File: config.mk
export PLATFORM = sky130hd
export DESIGN_NAME = pobc_top
export DESIGN_NICKNAME = d
export VERILOG_FILES = /design/src/hdl/pobc_pkg.sv /design/src/hdl/pobc_detect_if.sv /design/src/hdl/pobc_change_det.sv /design/src/hdl/pobc_top.sv
export SDC_FILE = /design/constraint.sdc
export NUM_CORES = 1
export LEC_CHECK = 0
export ABC_AREA = 0
export BUFFER_PORTS_ARGS = -buffer_cell sky130_fd_sc_hd__buf_2
export CAP_MARGIN = 0
export CORE_ASPECT_RATIO = 2
export CORE_MARGIN = 5
export CORE_UTILIZATION = 52
export CTS_CLUSTER_DIAMETER = 120
export DETAILED_ROUTE_END_ITERATION = 12
export PLACE_DENSITY = 0.73
export SYNTH_ARGS = -nofsm -noshare
export SYNTH_HDL_FRONTEND = slang
export SYNTH_HIERARCHICAL = 1
export SYNTH_SLANG_ARGS = --single-unit
File: constraint.sdc
create_clock -name ref_clk -period 1.3 [get_ports ref_clk]
set_input_delay 0 -clock ref_clk [delete_from_list [all_inputs] [get_ports ref_clk]]
set_output_delay 0 -clock ref_clk [all_outputs]
set_load 0.03 [all_outputs]
File: src/hdl/pobc_pkg.sv
// Constants and state type for the port output, blink and configuration block.
// Assumes one 8-bit register access port fed by a serial bus engine elsewhere.
package pobc_pkg;

  // ----------------------------------------
  // Register offsets
  // ----------------------------------------
  localparam logic [7:0] POBC_ADR_INPUT = 8'h00;
  localparam logic [7:0] POBC_ADR_PHASE0 = 8'h01;
  localparam logic [7:0] POBC_ADR_DIR = 8'h03;
  localparam logic [7:0] POBC_ADR_PHASE1 = 8'h09;
  localparam logic [7:0] POBC_ADR_MASTER = 8'h0E;
  localparam logic [7:0] POBC_ADR_CFG = 8'h0F;
  localparam logic [7:0] POBC_ADR_INTEN_LO = 8'h10;
  localparam logic [7:0] POBC_ADR_INTEN_HI = 8'h13;

  // ----------------------------------------
  // Configuration bit positions
  // ----------------------------------------
  localparam int POBC_CFG_BLINK_EN = 0;
  localparam int POBC_CFG_FLIP = 1;
  localparam int POBC_CFG_GLOBAL = 2;
  localparam int POBC_CFG_IRQ_EN = 3;
  localparam int POBC_CFG_LVL_PH0 = 4;
  localparam int POBC_CFG_LVL_PH1 = 5;
  localparam int POBC_CFG_STORED = 6;

  // ----------------------------------------
  // Reset values
  // ----------------------------------------
  localparam logic [5:0] POBC_RST_CFG = 6'h0C;
  localparam logic [7:0] POBC_RST_DIR = 8'hFF;
  localparam logic [7:0] POBC_RST_PHASE = 8'hFF;
  localparam logic [7:0] POBC_RST_MASTER = 8'h0F;
  localparam logic [31:0] POBC_RST_INTEN = 32'hFFFFFFFF;

  // Register file plus output flops, one packed word
  typedef struct packed {
    logic [7:0] dir;
    logic [7:0] ph0;
    logic [7:0] ph1;
    logic [7:0] master;
    logic [31:0] inten;
    logic [5:0] cfg;
    logic [7:0] rdata;
    logic [7:0] port_oe;
    logic ninth_oe;
    logic [31:0] port_lvl;
    logic [3:0] ninth_lvl;
    logic init_done;
  } pobc_state_t;

endpackage

File: src/hdl/pobc_detect_if.sv
// Carrier between the control logic and the input change detector.
// Assumes both ends run on the same clock.
`timescale 1ns/10ps
interface pobc_detect_if;
  logic snap_req;
  logic [7:0] port_in;
  logic [7:0] watch;
  logic change;

  modport ctrl (output snap_req, output port_in, output watch, input change);
  modport det (input snap_req, input port_in, input watch, output change);
endinterface

File: src/hdl/pobc_change_det.sv
// Input snapshot and change comparator.
// Assumes port inputs are synchronous to ref_clk.
`timescale 1ns/10ps
module pobc_change_det (
  input wire logic ref_clk,
  input wire logic nrst,
  pobc_detect_if.det dif
);

  typedef struct packed {
    logic [7:0] snap;
    logic change;
  } pobc_det_t;

  pobc_det_t st_ff;
  pobc_det_t nxt_st;

  // ----------------------------------------
  // Snapshot and compare
  // ----------------------------------------
  // A fresh snapshot compares equal, so the flag drops on the same edge
  always_comb begin
    nxt_st = st_ff;
    if (dif.snap_req) begin
      nxt_st.snap = dif.port_in; // see RL14
    end
    // Only input ports are watched; change clears once inputs return, see RL15
    nxt_st.change = |((nxt_st.snap ^ dif.port_in) & dif.watch); // see RL14
  end

  always_ff @(posedge ref_clk or negedge nrst) begin
    if (!nrst) begin
      st_ff <= '0;
    end else begin
      st_ff <= nxt_st;
    end
  end

  assign dif.change = st_ff.change;
endmodule

File: src/hdl/pobc_top.sv
// Configuration, direction and phase output control of an 8-port I/O expander.
// Assumes a serial bus engine presents byte accesses on reg_* for one cycle each.
`timescale 1ns/10ps

// What this block does
// RL1 - Blink off: output ports follow phase-0 register only.
// RL2 - Blink on: flip bit picks phase-0 (0) or phase-1 (1) register.
// RL3 - Selected phase bit 1 releases the open-drain port, 0 pulls it low.
// RL4 - Phase registers drive only output ports; input ports never driven.
// RL5 - Direction register at 0x03, bit n port n, 1 input, readable.
// RL6 - Global off: per-port intensity from 0x10-0x13, ninth from 0x0E upper nibble.
// RL7 - Global on: 0x0E low nibble is every output's intensity.
// RL8 - Interrupt enable makes ninth pin the active-low change interrupt.
// RL9 - Interrupt disabled: ninth pin is open-drain output from D5, D4.
// RL10 - Blink off: ninth pin low on D4=0, released on D4=1; D5 ignored.
// RL11 - Blink on: ninth pin follows D4 in phase 0, D5 in phase 1.
// RL12 - Config read bit 7 shows detected change; interrupt low then; bit 6 zero.
// RL13 - No change: status 0 and interrupt pin released.
// RL14 - Input register read or config write resnapshots inputs; differences flag change.
// RL15 - Change clears when inputs return or input register is read.
// RL16 - Reset: interrupt output, blink off, global on, all ports inputs.
// RL17 - Writes to config bits 7 and 6 are ignored.
module pobc_top import pobc_pkg::*; #(
  parameter int NPORT = 8
) (
  input wire logic ref_clk,
  input wire logic nrst,
  input wire logic [7:0] reg_addr,
  input wire logic [7:0] reg_wdata,
  input wire logic reg_wr,
  input wire logic reg_rd,
  output logic [7:0] reg_rdata,
  input wire logic [7:0] port_in,
  output logic [7:0] port_out,
  output logic [7:0] port_oe,
  output logic [31:0] port_intensity,
  output logic ninth_dual_purpose_pin_out,
  output logic ninth_dual_purpose_pin_oe,
  output logic [3:0] ninth_intensity
);

  // ----------------------------------------
  // Parameter check
  // ----------------------------------------
  // The register map packs one port per data bit
  if (NPORT != 8) begin : g_bad_nport
    $error("pobc_top serves exactly eight ports");
  end

  // ----------------------------------------
  // Helpers
  // ----------------------------------------
  // Open-drain pull request: a 0 level on a driven pin pulls low
  function automatic logic od_pull(input logic level, input logic is_out);
    od_pull = is_out & ~level;
  endfunction

  // Phase source: phase 1 only while blinking with flip set
  function automatic logic use_ph1(input logic [5:0] cfg);
    use_ph1 = cfg[POBC_CFG_BLINK_EN] & cfg[POBC_CFG_FLIP];
  endfunction

  // Per-port intensity bytes sit in one aligned block of four offsets
  function automatic logic is_inten(input logic [7:0] addr);
    is_inten = (addr >= POBC_ADR_INTEN_LO) && (addr <= POBC_ADR_INTEN_HI);
  endfunction

  pobc_state_t st_ff;
  pobc_state_t nxt_st;
  pobc_detect_if dif ();

  logic wr_cfg;
  logic rd_input;
  logic [7:0] sel_phase;
  logic ninth_lvl;

  // ----------------------------------------
  // Change detector
  // ----------------------------------------
  assign wr_cfg = reg_wr && (reg_addr == POBC_ADR_CFG);
  assign rd_input = reg_rd && (reg_addr == POBC_ADR_INPUT);
  // Turning an output into an input can raise a false change when its pin
  // differs from the snapshot; software re-reads the input register to clear it
  // The first cycle after reset release takes the power-up snapshot
  assign dif.snap_req = rd_input | wr_cfg | ~st_ff.init_done; // see RL14
  assign dif.port_in = port_in;
  assign dif.watch = st_ff.dir;

  pobc_change_det u_det (
    .ref_clk(ref_clk),
    .nrst(nrst),
    .dif(dif)
  );

  // ----------------------------------------
  // Register writes, reads and output drive
  // ----------------------------------------
  // Outputs are built from next register values so they change on the same edge as the written register
  always_comb begin
    nxt_st = st_ff;
    sel_phase = '0;
    ninth_lvl = 1'b0;
    nxt_st.init_done = 1'b1;
    if (reg_wr) begin
      case (reg_addr)
        POBC_ADR_PHASE0: begin
          nxt_st.ph0 = reg_wdata;
        end
        POBC_ADR_PHASE1: begin
          nxt_st.ph1 = reg_wdata;
        end
        POBC_ADR_DIR: begin
          nxt_st.dir = reg_wdata; // see RL5
        end
        POBC_ADR_MASTER: begin
          nxt_st.master = reg_wdata;
        end
        POBC_ADR_CFG: begin
          nxt_st.cfg = reg_wdata[POBC_CFG_STORED-1:0]; // see RL17
        end
        default: begin
          // Input register and unmapped offsets ignore writes
          if (is_inten(reg_addr)) begin
            nxt_st.inten[8*reg_addr[1:0] +: 8] = reg_wdata; // see RL6
          end
        end
      endcase
    end

    // Read data held until the next read
    if (reg_rd) begin
      case (reg_addr)
        POBC_ADR_INPUT: nxt_st.rdata = port_in;
        POBC_ADR_PHASE0: nxt_st.rdata = st_ff.ph0;
        POBC_ADR_PHASE1: nxt_st.rdata = st_ff.ph1;
        POBC_ADR_DIR: nxt_st.rdata = st_ff.dir; // see RL5
        POBC_ADR_MASTER: nxt_st.rdata = st_ff.master;
        POBC_ADR_CFG: nxt_st.rdata = {dif.change, 1'b0, st_ff.cfg}; // see RL12, see RL13
        default: begin
          // Unmapped offsets read as zero
          if (is_inten(reg_addr)) begin
            nxt_st.rdata = st_ff.inten[8*reg_addr[1:0] +: 8];
          end else begin
            nxt_st.rdata = 8'h00;
          end
        end
      endcase
    end

    // Port drive from the selected phase register
    sel_phase = use_ph1(nxt_st.cfg) ? nxt_st.ph1 : nxt_st.ph0; // see RL1, see RL2
    for (int i = 0; i < NPORT; i++) begin
      nxt_st.port_oe[i] = od_pull(sel_phase[i], ~nxt_st.dir[i]); // see RL3, see RL4
      nxt_st.port_lvl[4*i +: 4] = nxt_st.cfg[POBC_CFG_GLOBAL] ? nxt_st.master[3:0] // see RL7
                                  : nxt_st.inten[4*i +: 4]; // see RL6
    end

    // Ninth pin: interrupt or general output
    if (use_ph1(nxt_st.cfg)) begin
      ninth_lvl = nxt_st.cfg[POBC_CFG_LVL_PH1]; // see RL11
    end else begin
      ninth_lvl = nxt_st.cfg[POBC_CFG_LVL_PH0]; // see RL10, see RL11
    end
    if (nxt_st.cfg[POBC_CFG_IRQ_EN]) begin
      nxt_st.ninth_oe = dif.change; // see RL8, see RL13
    end else begin
      nxt_st.ninth_oe = od_pull(ninth_lvl, 1'b1); // see RL9
    end
    nxt_st.ninth_lvl = nxt_st.cfg[POBC_CFG_GLOBAL] ? nxt_st.master[3:0] // see RL7
                       : nxt_st.master[7:4]; // see RL6
  end

  // Power-up values: all inputs, interrupt output, blink off, global on
  always_ff @(posedge ref_clk or negedge nrst) begin
    if (!nrst) begin
      st_ff <= '0;
      st_ff.dir <= POBC_RST_DIR; // see RL16
      st_ff.ph0 <= POBC_RST_PHASE;
      st_ff.ph1 <= POBC_RST_PHASE;
      st_ff.master <= POBC_RST_MASTER;
      st_ff.inten <= POBC_RST_INTEN;
      st_ff.cfg <= POBC_RST_CFG; // see RL16
      // Intensity flops start consistent with global mode, so no stale zero leaks out
      st_ff.port_lvl <= {NPORT{POBC_RST_MASTER[3:0]}};
      st_ff.ninth_lvl <= POBC_RST_MASTER[3:0];
    end else begin
      st_ff <= nxt_st;
    end
  end

  // ----------------------------------------
  // Output ports
  // ----------------------------------------
  // Pins only ever pull low, so the driven level is tied to a constant zero
  assign reg_rdata = st_ff.rdata;
  assign port_out = st_ff.port_lvl[31:24] & 8'h00;
  assign port_oe = st_ff.port_oe;
  assign port_intensity = st_ff.port_lvl;
  assign ninth_dual_purpose_pin_out = st_ff.ninth_lvl[0] & 1'b0;
  assign ninth_dual_purpose_pin_oe = st_ff.ninth_oe;
  assign ninth_intensity = st_ff.ninth_lvl;
endmodule

# == After elaboration in Yosys (flattened, before gate mapping) ==
# Cells that the tools add are included.
# classes
n_eq_ne,5
n_addsub,1
n_reduce_logical,6
n_bitwise,31
shift,3
n_lt_le_gt_ge,2
muxes,24
# op_table
cell,count
$mux 70,1
$mux 32,2
$mux 8,7
$pmux 8 s6,1
$mux 4,9
$neg 5->34,1
$shift 8x34->32 const A,1
$shiftx 8x34->32,1
$bwmux 32,1
$shiftx 32x6->8,1
$eq 8x4->1 const B,3
$not 1->1,18
$and 1x1->1,9
$and 8x8->8,1
$eq 8x1->1 const B,1
$eq 8x2->1 const B,1
$ge 8x5->1 const B,1
$le 8x5->1 const B,1
$logic_not 8->1,1
$reduce_or 8->1,1
$xor 8x8->8,1
$mux 6,1
$reduce_or 5->1,1
$logic_and 1x1->1,3
2 further kinds,4
# word_totals
out_inout_bits,62
ff_bits,133
input_bits,28

# == Depth between registers and ports, before layout ==
# Gate-level depths: netlist of the first run.
# logic_depth
ltp_word,10
depth_mapped,9
ltp_nobuf,6

# == Cells and area by module ==
# Netlist of the first run, hierarchy kept.
# modules_own_cells
mod,n_inst,cells_per_inst,area_per_inst_um2
pobc_top,1,601,6632.6
pobc_change_det,1,31,429.2

# == Least setup slack after synthesis of the first run ==
# OpenSTA, ideal clock, no wires.
# synth_timing
path_kind,input to register
start,input port reg_addr[0]
end,register u_det/st_ff[1] (netlist name)
path_slack_ns,-0.558
arrival_time_ns,1.733
path_stages,9
t_required_ns,1.175
path_cell_list,buf_2 > inv_1 > ha_1 > clkbuf_1 > clkbuf_1 > nand4_1 > nand3_1 > buf_2 > mux2_2
# synth_rtl
item,line,rtl
"start, declared",pobc_top.sv:28,"input wire logic [7:0] reg_addr,"
"end signal, assigned",pobc_change_det.sv:35,st_ff <= nxt_st;
"end, declared",pobc_change_det.sv:15,pobc_det_t st_ff;

# == Worst setup path in the final report of the first run ==
# layout_timing
start,register st_ff[89] (netlist name)
end,"register st_ff, in the netlist reg_rdata[5]"
# layout_between
elab_chain_cells,3
# layout_lines
item,line,rtl
"start, declared",pobc_top.sv:68,pobc_state_t st_ff;
"start signal, assigned",pobc_top.sv:187,st_ff <= nxt_st;
$shiftx 32x6->8,pobc_top.sv:142,nxt_st.rdata = st_ff.inten[8*reg_addr[1:0] +: 8];
$mux 8,pobc_top.sv:141,if (is_inten(reg_addr)) begin
$pmux 8 s6,pobc_top.sv:132,case (reg_addr)
# No other way between the ends.
# A chain may end at the register's enable or synchronous reset.

==> metrics.txt, run 1 <==
status=finished, violations left; failing checks=negative setup slack; slowest stage delay, CP=about 520 ps; Num Clock Sinks=133; Vias/cell=~6.3; Worst Setup Path Type=reg -> reg; port buffer count=80; n_diodes=0; share of layout cells above drive strength 1=60.79%; Max Cap Viol=0; distinct cell type count after synthesis=62; Worst path top cell family by delay=multiplexers; min Tclk post-route=between 1500 and 2000 ps; Initial DRC Count=approximately 400; core box area=13440 um2; R2R Setup Slk=-300 ps; final instance area=9697 um2; crit path from=st_ff[89]$_DFF_PN1_; via count=5892; worst r2r path cells=4; CP Depth=4; die height=about 170 um; Post-Synth Simple-Gate Area=14.55%; Placer Congestion=between 0.9 and 1; Clock Path Buffers=2; Peak Freq=~630 MHz; io pins=90; Skew-Pair Late Insertion Delay=approximately 430 ps; CTS root buf=clkbuf_16; Post-Syn Area=roughly 7100 um2; Detail Route Antenna Nets=0; Cell Area, Placed=8200 um2; Layout fillers=861; global-route usage over all layers=between 20% and 30%; CP bufs+invs=1; full die area=between 15000 and 20000 um2; critical path peak fanout=2; antenna violations before repair=0; complex-gate fraction of the synthesized area=16.21%; yosys warns=6; DR pass1 iterations=8; crit end category=register; die width=about 92 um; syn avg cell area=roughly 11 um2; DRC viols=0; nets=roughly 800; Final setup viols=50; flops & latches, synth=133; post-synthesis mux area share=about 7.5%; Worst Setup Start Kind=register; slowest CP cell=mux4_2; post-synthesis adder-cell area fraction=0.8859%; P per Cell Area=1170 nW/um2; global-route wire length before repair=34110 um; GR Overflow Total=0; leakage power=4.260 nW; final hold vios=0; Seq/Total Area, Yosys=48.87%; clock transition at the registers of the reported paths=approximately 60 ps; crit share post-route=122.8%; R2R Path Start=st_ff[89]$_DFF_PN1_; Synth Area in XOR/XNOR=0.9922%; commonest cells after routing, fill and taps aside=dfstp_2, buf_4, buf_2, nand2_1, dfrtp_1; Initial Util=52.55%; largest family of logic cells by synthesized area=compound AO/OA/AOI/OAI gates; TritonCTS clock tree=yes; RSZ-0062 raised after global routing=yes; worst min-delay path category=in -> reg; H-Tree Depth=4; Row Count=60; crit path DAT=1900 ps; Final WS setup=-296.5 ps; Final Slew Violations=0; Num CTS Buffers=17; CP cell instances=mux4_2, a221oi_4, buf_4, a31oi_1; area added between synthesis and finish=37.31%; WL final=22700 um; Worst R2R End=reg_rdata[5]$_DFFE_PN0P_; most common cell after layout, fill and taps aside=dfstp_2; Setup Skew=13.24 ps; Worst Path Required=1610 ps; vias in the first global route=6300; pre-CTS setup slack=-778.9 ps; Max IR drop VDD=0.9812 mV; pin count of the biggest net entering global routing=around 80; post-DP HPWL=between 15000 and 20000 um; Synth Instances=632; Setup crit end=reg_rdata[5]$_DFFE_PN0P_; WL/cell=24.20 um
## through the flow
stage               std cells  power (W)  util (%)  TNS (ps)  hold slack [ps]
finish                    938    0.01134     72.16     -4075            9.260
global route              938    0.01165     72.16     -5531            29.29
CTS                       935    0.01125     69.64     -2725            5.608
detailed placement        882   0.006047     61.02    -41200            26.68
global placement          882   0.006016     61.02    -38040            21.32
floorplan                 640   0.005607         -     -8091           -295.6
## state kept, by name, indices dropped and copies added, names as in the netlist
register / cells
st_ff: 63
port_oe: 8
ninth_intensity: 4
ninth_dual_purpose_pin_oe: 1
port_intensity: 32
reg_rdata: 8
dif.watch: 8
u_det/st_ff: 8
u_det/dif.change: 1
## repair_timing
action	CTS	global route
hold endpoints to repair	175	0
buffers inserted	6	3
endpoints found under the setup margin	47	56
hold buffers	14	0
gates resized for setup	46	47
pin swaps	15	13
gates cloned	1	1
## final cells by class
class	instances	area [um2]	share of cell area (%)
repair buffers	219	1803	18.59
multi-input cells	386	3560	36.71
clock inverters	11	175.2	1.806
inverters	13	63.81	0.6581
well taps	155	193.9	2.000
flip-flops and latches	133	3451	35.59
clock buffers	21	450.4	4.645
## cells by family (layout without fill, tap and decap cells)
kind of cell	count (synthesis)	after routing
fa+ha+maj	5	5
mux	40	40
compound gates	144	144
xor+xnor	8	8
flops	133	133
other cells	2	10
simple gates	179	179
buf+inv	121	264
## worst min path at each step
| stage | startpoint | end | slack [ps] | depth (start not counted) |
|---|---|---|---|---|
| 6_report | reg_wdata[2] | dif.watch[2]$_DFF_PN1_ | 9 | 2 |
| 5_1_grt | reg_wdata[2] | dif.watch[2]$_DFF_PN1_ | 30 | 2 |
| 4_1_cts | reg_wdata[2] | dif.watch[2]$_DFF_PN1_ | 6 | 2 |
| 3_5_place_dp | nrst | u_det/st_ff[6]$_DFF_PN0_ | 30 | 2 |
| 3_3_place_gp | nrst | u_det/st_ff[6]$_DFF_PN0_ | 20 | 2 |
| 2_1_floorplan | nrst | ninth_dual_purpose_pin_oe$_DFF_PN0_ | -300 | 0 |
## routing by layer
metal	global-route usage [%]	vias to the layer above	wire, um
met2	51.62	315	12520
met3	4.826	123	1079
met5	0	-	0
met4	21.65	0	1947
met1	25.86	2927	7155
li1	-	2527	-
## power breakdown
group          switching, W  internal (W)
logic               0.00101      0.000650
registers          0.000118       0.00444
clock network       0.00186       0.00327
## synthesized netlist by cell type, drive strengths merged
cell      n  area share, %
clkbuf   19            1.0
conb      2           0.11
mux4      8            2.6
o21ai    13           0.92
a211o     1           0.12
or2       1          0.089
a21o     11            1.2
nor3     23            2.4
buf      89            9.2
nand2    62            3.3
mux2     23            3.7
a2111oi   1           0.12
nand4     4           0.44
a222oi    1           0.14
and4b     1           0.14
or3       4           0.35
nand3    36            2.6
a41oi     7           0.87
ha        5           0.89
a31oi    41            3.7
nor4b     1           0.34
nor4      6           0.96
a21boi    8           0.85
or4b      1           0.14
a221oi   10            1.3
and3      1          0.089
or4       1           0.11
and2      2           0.18
a2111o    8            1.3
mux2i     9            1.3
inv      13           0.69
a22oi    11            1.2
or3b      2           0.25
xor2      8           0.99
nand2b   17            1.5
a21oi    13            1.3
o311a     1           0.14
nor2     11           0.69
o31ai    10            1.3
o221ai    8            1.7
nor3b     3           0.46
dfstp    98             36
and4bb    3           0.53
dfrtp    35             12
Power figures use the tool's default switching activity.
==> run 2: changes to the inputs <==
Settings changed: RECOVER_POWER set to 25.
==> metrics.txt, run 2 (synthesis results as in run 1) <==
GR Overflow Total=0 (unchanged); die width=92.40 um (unchanged); H-Tree Depth=4 (unchanged); min Tclk post-route=1598 ps (+1.106 ps); core box area=13440 um2 (unchanged); Worst Path Required=1610 ps (about the same); worst r2r path cells=4 (unchanged); global-route wire length before repair=34110 um (unchanged); crit end category=register; pin count of the biggest net entering global routing=79 (unchanged); slowest CP cell=mux4_2; failing checks=negative setup slack; n_diodes=0 (unchanged); WL final=22630 um (-0.29%); Initial DRC Count=379 (-5.7%); port buffer count=80 (unchanged); Setup Skew=14.10 ps (+0.8627 ps); Finished Core Util=71.95% (-0.21 points); wl on met1=7147 um (-0.11%); Top Layer Used=met4; Max IR drop VDD=0.9778 mV (-0.35%); Skew-Pair Late Insertion Delay=430 ps (about the same); Vias/cell=6.281 (unchanged); worst min-delay path category=in -> reg; Row Count=60 (unchanged); Non-Filler Instances=938 (unchanged); Num Clock Sinks=133 (unchanged); P per Cell Area=1172 nW/um2 (+0.15%); antenna violations before repair=0 (unchanged); Worst Setup Path Type=reg -> reg; Peak Freq=625.9 MHz (about the same); die height=174.8 um (unchanged); clock transition at the registers of the reported paths=70 ps (about the same); Layout fillers=864 (+0.35%); total power draw=0.01133 W (-0.14%); hold path cells=2 (unchanged); Num CTS Buffers=17 (unchanged); WL/cell=24.13 um (-0.29%); met2 wire length=12320 um (-1.6%); nets=803 (unchanged); Placer Congestion=0.9362 (unchanged); global-route usage over all layers=27.78% (unchanged); TritonCTS clock tree=yes; Initial Util=52.55% (unchanged); full die area=16150 um2 (unchanged); via count=5892 (unchanged); Max Cap Viol=0 (unchanged); final hold vios=0 (unchanged); DR pass1 iterations=7 (-1); area added between synthesis and finish=36.91%; Worst Setup Start Kind=register; Rel. slew slack=between 20% and 30%; share of layout cells above drive strength 1=60.66% (-0.13 points); number of flip-flops in the largest register=63 (unchanged); leakage power=4.247 nW (-0.31%); io pins=90 (unchanged); Largest Register=st_ff; Detail Route Antenna Nets=0 (unchanged); Final setup viols=49 (-2.0%); commonest cells after routing, fill and taps aside=dfstp_2, buf_4, buf_2, nand2_1, dfrtp_1; placed cells=882 (unchanged); Clock Path Buffers=2 (unchanged); DR WL met3=1054 um (-2.3%); slowest stage delay, CP=520 ps (about the same); worst-margin pin slew=between 1000 and 1500 ps; critical path peak fanout=2 (unchanged); RSZ-0062 raised after global routing=yes; crit path DAT=1900 ps (about the same); CTS root buf=clkbuf_16; vias in the first global route=6300 (unchanged); DRC viols=0 (unchanged); most common cell after layout, fill and taps aside=dfstp_2; status=finished, violations left; post-DP HPWL=15880 um (unchanged); CP cell instances=mux4_2, a221oi_4, buf_4, a31oi_1; Final WS setup=-297.6 ps (-1.106 ps); crit share post-route=122.9% (about the same); Final Slew Violations=0 (unchanged)
run 2: worst paths after layout:
check	from	end	slack, ps
max	st_ff[89]$_DFF_PN1_	reg_rdata[5]$_DFFE_PN0P_	-300
min	reg_wdata[2]	dif.watch[2]$_DFF_PN1_	20
max reg2reg	st_ff[89]$_DFF_PN1_	reg_rdata[5]$_DFFE_PN0P_	-300
min reg2reg	st_ff[62]$_DFF_PN1_	st_ff[62]$_DFF_PN1_	500
max in group asynchronous	nrst	port_oe[6]$_DFF_PN0_	150
min in group asynchronous	nrst	u_det/st_ff[6]$_DFF_PN0_	300
run 2: metal layers:
metal	up-vias	global-route usage, %
met5	-	0
met4	0	21.65
met3	136	4.826
met2	314	51.62
met1	2914	25.86
li1	2528	-
run 2: power breakdown:
group / internal (W) / total, W / switching (W)
Sequential: 0.00444 / 0.00456 / 0.000117
Combinational: 0.000639 / 0.00164 / 0.00100
Clock: 0.00327 / 0.00513 / 0.00186
Total: 0.00835 / 0.0113 / 0.00298
run 2: worst max-delay path, delay by kind of cell, from the launching register on:
| kind | cells | cell delay, ps |
|---|---|---|
| mux | 1 | 520 |
| compound gates | 2 | 410 |
| flops | 1 | 380 |
| buf+inv | 1 | 170 |
run 2: layout make-up:
type	instances	area, um2	area share, %
inverter	13	63.81	0.6600
clock inverter	11	175.2	1.812
clock buffer	21	450.4	4.659
sequential	133	3451	35.69
multi-input combinational	386	3560	36.82
timing repair buffer	219	1774	18.35
tap	155	193.9	2.006
run 2: timing repair:
item                                    4_1_cts  5_1_grt
pin swaps                                    15       13
setup buffers                                 6        3
hold endpoints to repair                    175        0
endpoints found under the setup margin       47       56
gates cloned                                  1        1
gates resized for setup                      46       47
hold buffers                                 14        0
run 2: stage by stage:
step                      cell area [um2]  TNS, ps  hold WS [ps]  worst slack [ps]
after floorplan                      7487    -8091        -295.6            -213.0
after global placement               8200   -38040         21.32            -804.6
after detailed placement             8200   -41200         26.68            -778.9
after CTS                            9358    -2725         5.608            -301.6
after global routing                 9668    -5941         29.29            -317.0
final                                9668    -4049         18.92            -297.6
